### src/core/vtr_pkg.sv
package vtr_pkg;
  // ==========================================================
  // entry layout
  // ==========================================================
  localparam int VTR_PORTS = 3;
  localparam int VTR_ENTRY_W = 18;
  localparam int VTR_VID_W = 12;
  localparam int VTR_PRI_W = 3;
  localparam int VTR_VID_LSB = 0;
  localparam int VTR_PRI_LSB = 12;
  localparam int VTR_UNTAG_BIT0 = 12;
  localparam int VTR_MEMBER_BIT0 = 13;
  localparam int VTR_PORT_STRIDE = 2;

  // ==========================================================
  // register map and reset values
  // ==========================================================
  localparam logic [15:0] VTR_READ_DATA_OFFSET = 16'h180E;
  localparam logic [15:0] VTR_CMD_STATUS_OFFSET = 16'h1810;
  localparam logic [31:0] VTR_READ_DATA_RESET = 32'h0000_0000;
  localparam logic [VTR_ENTRY_W-1:0] VTR_ENTRY_RESET = 18'h0_0000;
  localparam logic [11:0] VTR_NULL_VID = 12'h000;
  localparam logic [11:0] VTR_PVID_RESET = 12'h000;
  localparam logic [2:0] VTR_PPRI_RESET = 3'h0;

  // ==========================================================
  // timing and sizes
  // ==========================================================
  localparam int VTR_CMD_LATENCY = 2;
  localparam int VTR_DEFAULT_ENTRIES = 16;

  typedef enum logic [0:0] {VTR_IDLE, VTR_BUSY} vtr_state_type;

  function automatic logic vtr_member(
    input logic [VTR_ENTRY_W-1:0] entry,
    input int port
  );
    return entry[VTR_MEMBER_BIT0 + VTR_PORT_STRIDE * port];
  endfunction : vtr_member

  function automatic logic vtr_untag(
    input logic [VTR_ENTRY_W-1:0] entry,
    input int port
  );
    return entry[VTR_UNTAG_BIT0 + VTR_PORT_STRIDE * port];
  endfunction : vtr_untag

  function automatic logic [VTR_VID_W-1:0] vtr_vid(
    input logic [VTR_ENTRY_W-1:0] entry
  );
    return entry[VTR_VID_LSB +: VTR_VID_W];
  endfunction : vtr_vid
endpackage : vtr_pkg

### src/core/vtr_vlan_store.sv
`timescale 1ns/1ps
`default_nettype none
module vtr_vlan_store
  import vtr_pkg::*;
#(
  parameter int ENTRIES = VTR_DEFAULT_ENTRIES,
  parameter int IDX_W = $clog2(ENTRIES)
) (
  input wire logic sys_clk,
  input wire logic sys_rst,
  input wire logic wr_en,
  input wire logic [IDX_W-1:0] wr_index,
  input wire logic [VTR_ENTRY_W-1:0] wr_entry,
  input wire logic [IDX_W-1:0] rd_index,
  output logic [VTR_ENTRY_W-1:0] rd_entry,
  input wire logic [VTR_VID_W-1:0] search_vid,
  output logic search_hit,
  output logic [VTR_ENTRY_W-1:0] search_entry
);
  logic [VTR_ENTRY_W-1:0] mem_q [ENTRIES];
  logic [VTR_ENTRY_W-1:0] mem_d [ENTRIES];

  // ==========================================================
  // storage
  // ==========================================================
  always_comb begin
    for (int i = 0; i < ENTRIES; i++) begin
      mem_d[i] = mem_q[i];
    end
    if (wr_en) begin
      mem_d[wr_index] = wr_entry;
    end
  end

  always_ff @(posedge sys_clk) begin
    for (int i = 0; i < ENTRIES; i++) begin
      if (sys_rst) begin
        mem_q[i] <= VTR_ENTRY_RESET;
      end else begin
        mem_q[i] <= mem_d[i];
      end
    end
  end

  assign rd_entry = mem_q[rd_index];

  // ==========================================================
  // search, lowest index wins
  // ==========================================================
  always_comb begin
    search_hit = 1'b0;
    search_entry = VTR_ENTRY_RESET;
    for (int i = ENTRIES - 1; i >= 0; i--) begin
      // a null vid marks a disabled entry, never a match
      if (vtr_vid(mem_q[i]) != VTR_NULL_VID &&
          vtr_vid(mem_q[i]) == search_vid) begin
        search_hit = 1'b1;
        search_entry = mem_q[i];
      end
    end
  end
endmodule : vtr_vlan_store
`default_nettype wire

### src/core/vtr_read_data.sv
// Functional notes
// 32-bit read-only result register; bits 31:18 reserved, 17:0 entry.
// port table read: default vid in 11:0, default priority in 14:12.
// untagged or null-vid frames take their port's default vid and priority.
// port defaults and the read register reset to zero.
// member bit set: accept matching frames, port joins egress domain.
// member clear: drop unless non-member admission on; leave egress domain.
// untag bit set: strip tag when sent out on hybrid egress ports; the code applies the ingress port's untag bit to every hybrid member port.
// port 1 member/untag at 15/14, port 0 at 13/12.
// vlan entry vid in bits 11:0, reset zero.
// software uses vid zero only to disable an entry.
// pending bit high while a command runs, cleared by hardware.
// read register loads only when a read command completes.
`timescale 1ns/1ps
`default_nettype none
module vtr_read_data
  import vtr_pkg::*;
#(
  parameter int ENTRIES = VTR_DEFAULT_ENTRIES,
  parameter int IDX_W = $clog2(ENTRIES)
) (
  input wire logic sys_clk,
  input wire logic sys_rst,
  input wire logic reg_rd_en,
  input wire logic [15:0] reg_rd_addr,
  output logic [31:0] reg_rd_data,
  input wire logic cmd_start,
  input wire logic cmd_read,
  input wire logic table_select_port_default,
  input wire logic [IDX_W-1:0] cmd_index,
  input wire logic [VTR_ENTRY_W-1:0] cmd_wr_data,
  output logic vlan_command_status,
  input wire logic [VTR_PORTS-1:0] admit_nonmember_config,
  input wire logic [VTR_PORTS-1:0] egress_port_type_config,
  input wire logic frm_valid,
  input wire logic [1:0] frm_port,
  input wire logic frm_tagged,
  input wire logic [VTR_VID_W-1:0] frm_vid,
  input wire logic [VTR_PRI_W-1:0] frm_pri,
  output logic cls_valid,
  output logic [VTR_VID_W-1:0] cls_vid,
  output logic [VTR_PRI_W-1:0] cls_pri,
  output logic cls_accept,
  output logic [VTR_PORTS-1:0] cls_fwd_mask,
  output logic [VTR_PORTS-1:0] cls_untag_mask
);
  localparam int CNT_W = $clog2(VTR_CMD_LATENCY + 1);
  localparam logic [CNT_W-1:0] CNT_LAST = CNT_W'(VTR_CMD_LATENCY - 1);

  if (ENTRIES < 4 || (1 << IDX_W) != ENTRIES) begin : g_bad_entries
    $error("ENTRIES must be a power of two of at least 4");
  end

  // ==========================================================
  // command sequencer
  // ==========================================================
  vtr_state_type state_q, state_d;
  logic [CNT_W-1:0] cnt_q, cnt_d;
  logic rd_q, rd_d;
  logic sel_q, sel_d;
  logic [IDX_W-1:0] idx_q, idx_d;
  logic [VTR_ENTRY_W-1:0] wdat_q, wdat_d;
  logic done;

  always_comb begin
    state_d = state_q;
    cnt_d = cnt_q;
    rd_d = rd_q;
    sel_d = sel_q;
    idx_d = idx_q;
    wdat_d = wdat_q;
    done = 1'b0;
    case (state_q)
      VTR_IDLE: begin
        // a start while busy is dropped, not queued
        if (cmd_start) begin
          state_d = VTR_BUSY;
          cnt_d = '0;
          rd_d = cmd_read;
          sel_d = table_select_port_default;
          idx_d = cmd_index;
          wdat_d = cmd_wr_data;
        end
      end
      VTR_BUSY: begin
        if (cnt_q == CNT_LAST) begin
          state_d = VTR_IDLE;
          done = 1'b1;
        end else begin
          cnt_d = cnt_q + 1'b1;
        end
      end
      default: state_d = VTR_IDLE;
    endcase
  end

  always_ff @(posedge sys_clk) begin
    if (sys_rst) begin
      state_q <= VTR_IDLE;
      cnt_q <= '0;
      rd_q <= 1'b0;
      sel_q <= 1'b0;
      idx_q <= '0;
      wdat_q <= VTR_ENTRY_RESET;
    end else begin
      state_q <= state_d;
      cnt_q <= cnt_d;
      rd_q <= rd_d;
      sel_q <= sel_d;
      idx_q <= idx_d;
      wdat_q <= wdat_d;
    end
  end

  assign vlan_command_status = (state_q == VTR_BUSY);

  // ==========================================================
  // per-port default vid and priority
  // ==========================================================
  logic [VTR_VID_W-1:0] pvid_q [VTR_PORTS];
  logic [VTR_VID_W-1:0] pvid_d [VTR_PORTS];
  logic [VTR_PRI_W-1:0] ppri_q [VTR_PORTS];
  logic [VTR_PRI_W-1:0] ppri_d [VTR_PORTS];
  logic port_ok;

  assign port_ok = 32'(idx_q) < VTR_PORTS;

  always_comb begin
    for (int p = 0; p < VTR_PORTS; p++) begin
      pvid_d[p] = pvid_q[p];
      ppri_d[p] = ppri_q[p];
    end
    // out-of-range port index writes are ignored
    if (done && !rd_q && sel_q && port_ok) begin
      pvid_d[idx_q[1:0]] = wdat_q[VTR_VID_LSB +: VTR_VID_W];
      ppri_d[idx_q[1:0]] = wdat_q[VTR_PRI_LSB +: VTR_PRI_W];
    end
  end

  always_ff @(posedge sys_clk) begin
    for (int p = 0; p < VTR_PORTS; p++) begin
      if (sys_rst) begin
        pvid_q[p] <= VTR_PVID_RESET;
        ppri_q[p] <= VTR_PPRI_RESET;
      end else begin
        pvid_q[p] <= pvid_d[p];
        ppri_q[p] <= ppri_d[p];
      end
    end
  end

  // ==========================================================
  // vlan table
  // ==========================================================
  logic [VTR_ENTRY_W-1:0] vlan_rd_entry;
  logic [VTR_ENTRY_W-1:0] hit_entry;
  logic hit;
  logic [VTR_VID_W-1:0] eff_vid;
  logic [VTR_PRI_W-1:0] eff_pri;
  logic use_default;
  logic [1:0] src;

  vtr_vlan_store #(
    .ENTRIES(ENTRIES),
    .IDX_W(IDX_W)
  ) u_store (
    .sys_clk(sys_clk),
    .sys_rst(sys_rst),
    .wr_en(done && !rd_q && !sel_q),
    .wr_index(idx_q),
    .wr_entry(wdat_q),
    .rd_index(idx_q),
    .rd_entry(vlan_rd_entry),
    .search_vid(eff_vid),
    .search_hit(hit),
    .search_entry(hit_entry)
  );

  // ==========================================================
  // read result register
  // ==========================================================
  logic [31:0] rdata_q, rdata_d;

  always_comb begin
    rdata_d = rdata_q;
    if (done && rd_q) begin
      rdata_d = '0;
      if (sel_q) begin
        if (port_ok) begin
          rdata_d[VTR_VID_LSB +: VTR_VID_W] = pvid_q[idx_q[1:0]];
          rdata_d[VTR_PRI_LSB +: VTR_PRI_W] = ppri_q[idx_q[1:0]];
        end
      end else begin
        // layout 17..12 and vid sit as stored
        rdata_d[VTR_ENTRY_W-1:0] = vlan_rd_entry;
      end
    end
  end

  // ==========================================================
  // register read port
  // ==========================================================
  logic [31:0] bus_q, bus_d;

  always_comb begin
    bus_d = bus_q;
    if (reg_rd_en) begin
      if (reg_rd_addr == VTR_READ_DATA_OFFSET) begin
        bus_d = rdata_q;
      end else if (reg_rd_addr == VTR_CMD_STATUS_OFFSET) begin
        bus_d = {31'h0000_0000, vlan_command_status};
      end else begin
        bus_d = 32'h0000_0000;
      end
    end
  end

  always_ff @(posedge sys_clk) begin
    if (sys_rst) begin
      rdata_q <= VTR_READ_DATA_RESET;
      bus_q <= 32'h0000_0000;
    end else begin
      rdata_q <= rdata_d;
      bus_q <= bus_d;
    end
  end

  assign reg_rd_data = bus_q;

  // ==========================================================
  // ingress classification
  // ==========================================================
  logic cv_q, cv_d, ca_q, ca_d;
  logic [VTR_VID_W-1:0] cvid_q, cvid_d;
  logic [VTR_PRI_W-1:0] cpri_q, cpri_d;
  logic [VTR_PORTS-1:0] cfwd_q, cfwd_d, cut_q, cut_d;
  logic src_ok;

  // port 3 does not exist; clamp to keep array reads in range
  assign src_ok = frm_port < 2'(VTR_PORTS);
  assign src = src_ok ? frm_port : 2'h0;
  assign use_default = !frm_tagged || frm_vid == VTR_NULL_VID;
  assign eff_vid = use_default ? pvid_q[src] : frm_vid;
  assign eff_pri = use_default ? ppri_q[src] : frm_pri;

  always_comb begin
    cv_d = frm_valid;
    cvid_d = eff_vid;
    cpri_d = eff_pri;
    ca_d = 1'b0;
    cfwd_d = '0;
    cut_d = '0;
    if (frm_valid && src_ok && hit) begin
      ca_d = vtr_member(hit_entry, int'(src))
          || admit_nonmember_config[src];
      for (int e = 0; e < VTR_PORTS; e++) begin
        cfwd_d[e] = vtr_member(hit_entry, e);
        cut_d[e] = vtr_member(hit_entry, e) && egress_port_type_config[e]
            && vtr_untag(hit_entry, int'(src));
      end
    end
  end

  always_ff @(posedge sys_clk) begin
    if (sys_rst) begin
      cv_q <= 1'b0;
      ca_q <= 1'b0;
      cvid_q <= '0;
      cpri_q <= '0;
      cfwd_q <= '0;
      cut_q <= '0;
    end else begin
      cv_q <= cv_d;
      ca_q <= ca_d;
      cvid_q <= cvid_d;
      cpri_q <= cpri_d;
      cfwd_q <= cfwd_d;
      cut_q <= cut_d;
    end
  end

  assign cls_valid = cv_q;
  assign cls_accept = ca_q;
  assign cls_vid = cvid_q;
  assign cls_pri = cpri_q;
  assign cls_fwd_mask = cfwd_q;
  assign cls_untag_mask = cut_q;
endmodule : vtr_read_data
`default_nettype wire

### config.mk
export PLATFORM = sky130hd
export DESIGN_NAME = vtr_read_data
export DESIGN_NICKNAME = d
export VERILOG_FILES = /design/src/core/vtr_pkg.sv /design/src/core/vtr_vlan_store.sv /design/src/core/vtr_read_data.sv
export SDC_FILE = /design/constraint.sdc
export NUM_CORES = 1
export LEC_CHECK = 0
export BUFFER_PORTS_ARGS = -buffer_cell sky130_fd_sc_hd__buf_2
export CORE_MARGIN = 2
export CORE_UTILIZATION = 45
export DETAILED_ROUTE_END_ITERATION = 8
export HOLD_SLACK_MARGIN = 0.05
export SETUP_SLACK_MARGIN = 0.4
export SLEW_MARGIN = 20
export SYNTH_ARGS = -nofsm -noshare
export SYNTH_HDL_FRONTEND = slang
export SYNTH_SLANG_ARGS = --single-unit
### constraint.sdc
create_clock -name sys_clk -period 10.55 [get_ports sys_clk]
set_clock_uncertainty 0.2 [all_clocks]
set_input_delay 0.5275 -clock sys_clk [delete_from_list [all_inputs] [get_ports sys_clk]]
set_output_delay 0.5275 -clock sys_clk [all_outputs]
set_load 0.02 [all_outputs]
==> After elaboration in Yosys (flattened, before gate mapping) <==
Memory sizes are Yosys's and may differ from the RTL's. A register that Yosys moved wholly into a read port is not among the register bits.
Index checks and enable logic that the tools add are counted.
{ "op_classes": {"n_mux": 99, "bitwise_logic": 26, "n_eq_ne": 21, "order_cmp": 9, "n_reduce_logical": 56, "addsub": 3} }
{ "ops": {"columns": ["op", "n"], "rows": [
  ["18-bit 2-to-1 mux", 34],
  ["288-bit bitwise mux", 1],
  ["288-bit 2-to-1 mux", 1],
  ["12-bit == test", 16],
  ["12-bit nonzero test", 16],
  ["18-bit demux with 4-bit select", 1],
  ["12-bit 2-to-1 mux", 5],
  ["36-bit bitwise mux", 1],
  ["36-bit 2-to-1 mux", 1],
  ["16-bit by 13-bit == test with 1-bit output (second input constant)", 2],
  ["1-bit logical AND", 31],
  ["15-bit 2-to-1 mux", 2],
  ["1-bit 2-to-1 mux", 29],
  ["12-bit demux with 2-bit select", 1],
  ["1-bit bitwise OR", 22],
  ["3-bit 2-to-1 mux", 6],
  ["2-bit 2-to-1 mux", 7],
  ["12-bit logical NOT", 1],
  ["5-bit by 6-bit < comparator with 1-bit output (second input constant)", 2],
  ["4-bit by 3-bit adder with 5-bit output (first input constant)", 2],
  ["1-bit binary-select mux with 5-bit select", 2],
  ["9-bit bitwise mux", 1],
  ["9-bit 2-to-1 mux", 1],
  ["4-bit 2-to-1 mux", 2],
  ["other kinds (21)", 27]
]} }
{ "word_totals": {"input_bits": 69, "output_inout_bits": 56, "reg_bits": 100, "ram_bits": 333, "memories": 3, "elab_cells": 231} }
{ "mem_list": {"columns": ["memory", "depth", "width", "read_ports", "rd_ports_with_merged_regs", "wr", "line", "source"], "rows": [
  ["u_store.mem_q", 16, 18, 17, 1, 16, "vtr_vlan_store.sv:20", "logic [VTR_ENTRY_W-1:0] mem_q [ENTRIES];"],
  ["pvid_q", 3, 12, 5, 1, 3, "vtr_read_data.sv:120", "logic [VTR_VID_W-1:0] pvid_q [VTR_PORTS];"],
  ["ppri_q", 3, 3, 5, 1, 3, "vtr_read_data.sv:122", "logic [VTR_PRI_W-1:0] ppri_q [VTR_PORTS];"]
]} }

==> Longest topological paths before layout <==
An unclocked memory read counts as a cell.
{ "logic_depth": {"depth_word": 26, "depth_mapped": 18, "mapped_depth_nobuf": 12} }

==> Hierarchy <==
From an unflattened synthesis, not the netlist that was laid out.
{ "hier_totals": {"hier_cells": 2898, "area_unflattened_um2": 23269.8} }
{ "modules_own_cells": {"columns": ["mod", "cells_each", "seq_area_each_um2", "n_inst", "area_each_um2"], "rows": [
  ["vtr_vlan_store", 2290, 5765.5, 1, 17765.8],
  ["vtr_read_data", 608, 2662.6, 1, 5504.0]
]} }

==> Least setup slack after synthesis <==
No wires, ideal clock.
{ "synth_timing": {"kind": "input -> register", "startpoint": "input frm_vid[0]", "endpoint": "register cut_q[0] (netlist: cls_untag_mask[0])", "stages": 14, "arrival_ps": 3839, "path_buffers": 3, "setup_ps": 115, "slack_ps": 6396, "cell_sequence": "buf_4 > nor4_4 > a31o_4 > mux2_4 > buf_6 > a2111o_1 > or3_1 > buf_2 > nand3_1 > a31oi_1 > or3_1 > a211o_1 > a311oi_2 > and3b_1"} }
{ "synth_between": {"elab_chain_len": 25} }
{ "synth_rtl": {"columns": ["element", "line", "source"], "rows": [
  ["start: declaration", "vtr_read_data.sv:38", "input wire logic [VTR_VID_W-1:0] frm_vid,"],
  ["12-bit logical NOT", "vtr_read_data.sv:242", "assign use_default = !frm_tagged || frm_vid == VTR_NULL_VID;"],
  ["1-bit logical OR", "vtr_read_data.sv:242", null],
  ["12-bit 2-to-1 mux (*)", "vtr_read_data.sv:243", "assign eff_vid = use_default ? pvid_q[src] : frm_vid;"],
  ["12-bit == test", "vtr_vlan_store.sv:56", "vtr_vid(mem_q[i]) == search_vid) begin"],
  ["1-bit logical AND", "vtr_vlan_store.sv:55", "if (vtr_vid(mem_q[i]) != VTR_NULL_VID &&"],
  ["18-bit 2-to-1 mux (16 in series)", "vtr_vlan_store.sv:55", null],
  ["1-bit binary-select mux with 5-bit select", "vtr_pkg.sv:45", "return entry[VTR_UNTAG_BIT0 + VTR_PORT_STRIDE * port];"],
  ["1-bit 2-to-1 mux (not written as such) (2 in series)", "vtr_pkg.sv:45", null],
  ["1-bit logical AND", "vtr_read_data.sv:259", "&& vtr_untag(hit_entry, int'(src));"],
  ["end signal: assignment", "vtr_read_data.sv:278", "cut_q <= cut_d;"],
  ["end: declaration", "vtr_read_data.sv:236", "logic [VTR_PORTS-1:0] cfwd_q, cfwd_d, cut_q, cut_d;"]
]} }
Mark *: on every way between the ends. The rest lies on a longest branch, timed or not. The select of a mux whose other input is x is not followed.
A chain may end at the register's enable or synchronous reset.

==> Worst setup path in the final report <==
{ "layout_timing": {"startpoint": "input frm_tagged", "endpoint": "register cut_q[2] (netlist: cls_untag_mask[2])"} }
{ "layout_between": {"elab_chain_len": 25} }
{ "layout_rtl": {"columns": ["element", "line", "source"], "rows": [
  ["start: declaration", "vtr_read_data.sv:37", "input wire logic frm_tagged,"],
  ["1-bit logical NOT (*)", "vtr_read_data.sv:242", null],
  ["1-bit logical OR (*)", "vtr_read_data.sv:242", null],
  ["12-bit 2-to-1 mux (*)", "vtr_read_data.sv:243", null],
  ["12-bit == test", "vtr_vlan_store.sv:56", null],
  ["1-bit logical AND", "vtr_vlan_store.sv:55", null],
  ["18-bit 2-to-1 mux (16 in series)", "vtr_vlan_store.sv:55", null],
  ["1-bit binary-select mux with 5-bit select", "vtr_pkg.sv:45", null],
  ["1-bit 2-to-1 mux (not written as such) (2 in series)", "vtr_pkg.sv:45", null],
  ["1-bit logical AND", "vtr_read_data.sv:259", null]
]} }
Marked as above.

==> impl_metrics.csv <==
group,metric,value,unit
run_status,outcome,"completed",
clock_tree,cts_hold_buf,30,
route,vias_per_cell,6.33,
power_and_ir_drop,p_per_area,145,nW/um^2
placement,place_inst,3447,
clock_tree,htree_levels,2,
power_and_ir_drop,combPwrFrac,9.3,%
power_and_ir_drop,seq_power_share,44.0,%
critical_path,arrival,5.78,ns
grt,antenna_found_initial,7,
critical_path,path_delay_family,"compound AO/OA/AOI/OAI gates",
die,die_h,230,um
synthesis,synth_cells,2849,
timing,period_needed,5.43,ns
power_and_ir_drop,finalPower,3730,uW
power_and_ir_drop,p_int,2750,uW
clock_tree,clockRootBuffer,"clkbuf_16",
finish,drive_gt1_share,13.5,%
clock_tree,postCtsSetupBuffers,0,
clock_tree,cts.clk_slew.worst_paths,0.06,ns
route,drt-pass1-iter-count,6,
die,placementRows,82,
route,ant_nets,0,
route,drtIter0Drc,3263,
timing,period_share,51.5,%
route,vias,22600,
finish,layout_commonest_cell,"nand2_1",
worst_hold_path,worstHoldPathType,"input pin to flip-flop",
grt,grt_use_met1,52.3,%
grt,grt_usage,37.1,%
timing,whs,0.0956,ns
clock_tree,clock-sinks,423,
placement,hpwl,70300,um
timing,maxSlewViolCount,0,
critical_path,worst_ep_required_time,10.90,ns
timing,fmaxAchievable,184,MHz
finish,multiInputGateArea,13200,um^2
die,design.die.area,52800,um^2
synthesis,ys_async_sr_fraction,0,%
synthesis,synth_area_per_cell,8.05,um^2
grt,top_usage_layer,"met2",
placement,gp_congestion,1.00,
power_and_ir_drop,power.switching,979,uW
clock_tree,cts_resized,0,
finish,fillCellCount,4854,
grt,gr-total-overflow,0,
critical_path,crit_path_cell_trace,"buf_2, inv_1, a31oi_4, buf_4, o21a_1, xnor2_1, nor4_1, nand4_1, nor2b_1, o221a_1, o311a_1, o31ai_1, nor2b_1, and3b_1",
route,drc,0,
timing,hold_viol_final,0,
timing,slew_headroom,18.5,%
synthesis,synth.distinct_cells,101,
grt,use_met3,8.11,%
die,io_pins,125,
power_and_ir_drop,swShare,26.3,%
clock_tree,clk_path_buf_depth,3,
timing,fin_setup_tns,0,ns
finish,layout_common_cells,"787 x nand2_1, 417 x dfxtp_1, 403 x a21oi_1",
critical_path,critical_path.slowest_cell,"o21a_1",
synthesis,synth_edf_count,0,
critical_path,critPathKind,"input pin to flip-flop",
finish,instances_no_fill,3568,
critical_path,cp_max_fo,33,
route,drt_wl_total,99900,um
grt,met2_usage,53.1,%
grt,grt_pass1_vias,20800,
power_and_ir_drop,clkPwrFrac,46.7,%
critical_path,crit_buf_inv,3,
critical_path,worst_path_largest_cell_delay,0.68,ns
die,core-area,50300,um^2
timing,worst_pin_slew,1.21,ns
finish,nets,2926,
clock_tree,cts_tree,"done",
placement,io_buffers,110,
power_and_ir_drop,peakVddDrop,106,uV
timing,rsz0062_at_grt,"false",
finish,register_area,8480,um^2
synthesis,synth_warnings,0,
die,initial_utilization,45.6,%
synthesis,seq_area_frac_synth,36.9,%
finish,final_util,51.0,%
synthesis,synth_area,22900,um^2
die,dieWidth,230,um
route,wl_per_cell,28.0,um
finish,syn2layout_area_growth,11.9,%
clock_tree,insertion_delay,0.60,ns
flow_run,maxCapViolations,0,
timing,finalSetupViolCount,0,
critical_path,start_kind,"input pin",
clock_tree,numCtsBuffers,48,
synthesis,synth_ff_type,"dfxtp_1",
grt,grt_max_degree,188,
power_and_ir_drop,leakage,0.00852,uW
critical_path,critPathMostFrequentCell,"nor2b_1",
critical_path,cp-end-kind,"flip-flop",
synthesis,ys_ff_latch,423,
grt,grt_pass1_wl,144000,um
power groups by stage:
stage | Combinational, uW | Clock [uW] | Sequential [uW]
floorplan | 230 | 0 | 1650
global placement | 324 | 0 | 1670
detailed placement | 326 | 0 | 1670
CTS | 335 | 1760 | 1640
global route | 359 | 1820 | 1640
finish | 345 | 1740 | 1640
metal layers:
layer,share of wire [%],wire [um]
met1,42,42000
met2,42,41500
met3,11,10900
met4,5.5,5470
met5,0.027,27
state kept, by name, summed over array words and instances, names as in the netlist, 2 cells and up, named ones only:
name,count
wdat_q,18
rdata_q,18
pvid_q,36
reg_rd_data,18
cls_untag_mask,3
idx_q,4
cls_fwd_mask,3
cls_pri,3
u_store.mem_q,288
cls_vid,12
ppri_q,9
cnt_q,2
through the flow:
| stage | cell area, um^2 | setup slack [ns] |
|---|---|---|
| finish | 25700 | 5.12 |
| global placement | 23700 | 4.69 |
| detailed placement | 23700 | 4.51 |
| global route | 25600 | 4.85 |
| floorplan | 23000 | 6.40 |
| CTS | 25600 | 5.14 |
worst min-delay path: cells and delay by family:
kind,cells,cell delay (ns)
AOI/OAI and AO/OA,1,0.13
and+or+nand+nor,1,0.11
buffers and inverters,1,0.09
synth_stat cells (21+ instances only):
cell / instances / area, um^2
a21oi_1: 403 / 2020
a22oi_1: 31 / 233
buf_4: 24 / 180
clkbuf_1: 177 / 664
dfxtp_1: 423 / 8470
inv_1: 62 / 233
mux2i_1: 28 / 280
mux4_2: 90 / 2030
nand2_1: 788 / 2960
nand3_1: 34 / 170
nand4_1: 24 / 150
nor2_1: 120 / 450
nor3_1: 50 / 250
nor4_1: 63 / 394
o21ai_0: 40 / 200
o22ai_1: 21 / 131
xnor2_1: 81 / 709
xor2_1: 80 / 701
kinds of logic after synthesis:
family                     synth area share, %
AOI/OAI and AO/OA                         17.9
buffers and inverters                     5.85
adders and majority gates               0.0546
other                                   0.0164
and+or+nand+nor                           22.5
muxes                                     10.4
xor gates and xnor gates                  6.41
DFF                                       36.9
worst paths after layout:
check / startpoint / to / slack [ns] / cells after the start
min: cmd_start / vlan_command_status$_SDFF_PP0_ / 0.1 / 3
max reg2reg: pvid_q[2][7]$_SDFFE_PP0P_ / cls_untag_mask[2]$_SDFF_PP0_ / 5.76 / 12
min reg2reg: wdat_q[10]$_SDFFE_PP0P_ / wdat_q[10]$_SDFFE_PP0P_ / 0.26 / 2
max: frm_tagged / cls_untag_mask[2]$_SDFF_PP0_ / 5.12 / 14
final cells by class:
cell class	count	area share (%)
Multi-Input combinational cell	2136	51.6
Clock buffer	71	5.54
Antenna cell	4	0.0390
Sequential cell	423	33.1
Timing Repair Buffer	184	4.69
Clock inverter	15	0.824
Inverter	63	0.922
Tap cell	672	3.28
Note: power is estimated with default switching activity, not from simulation.
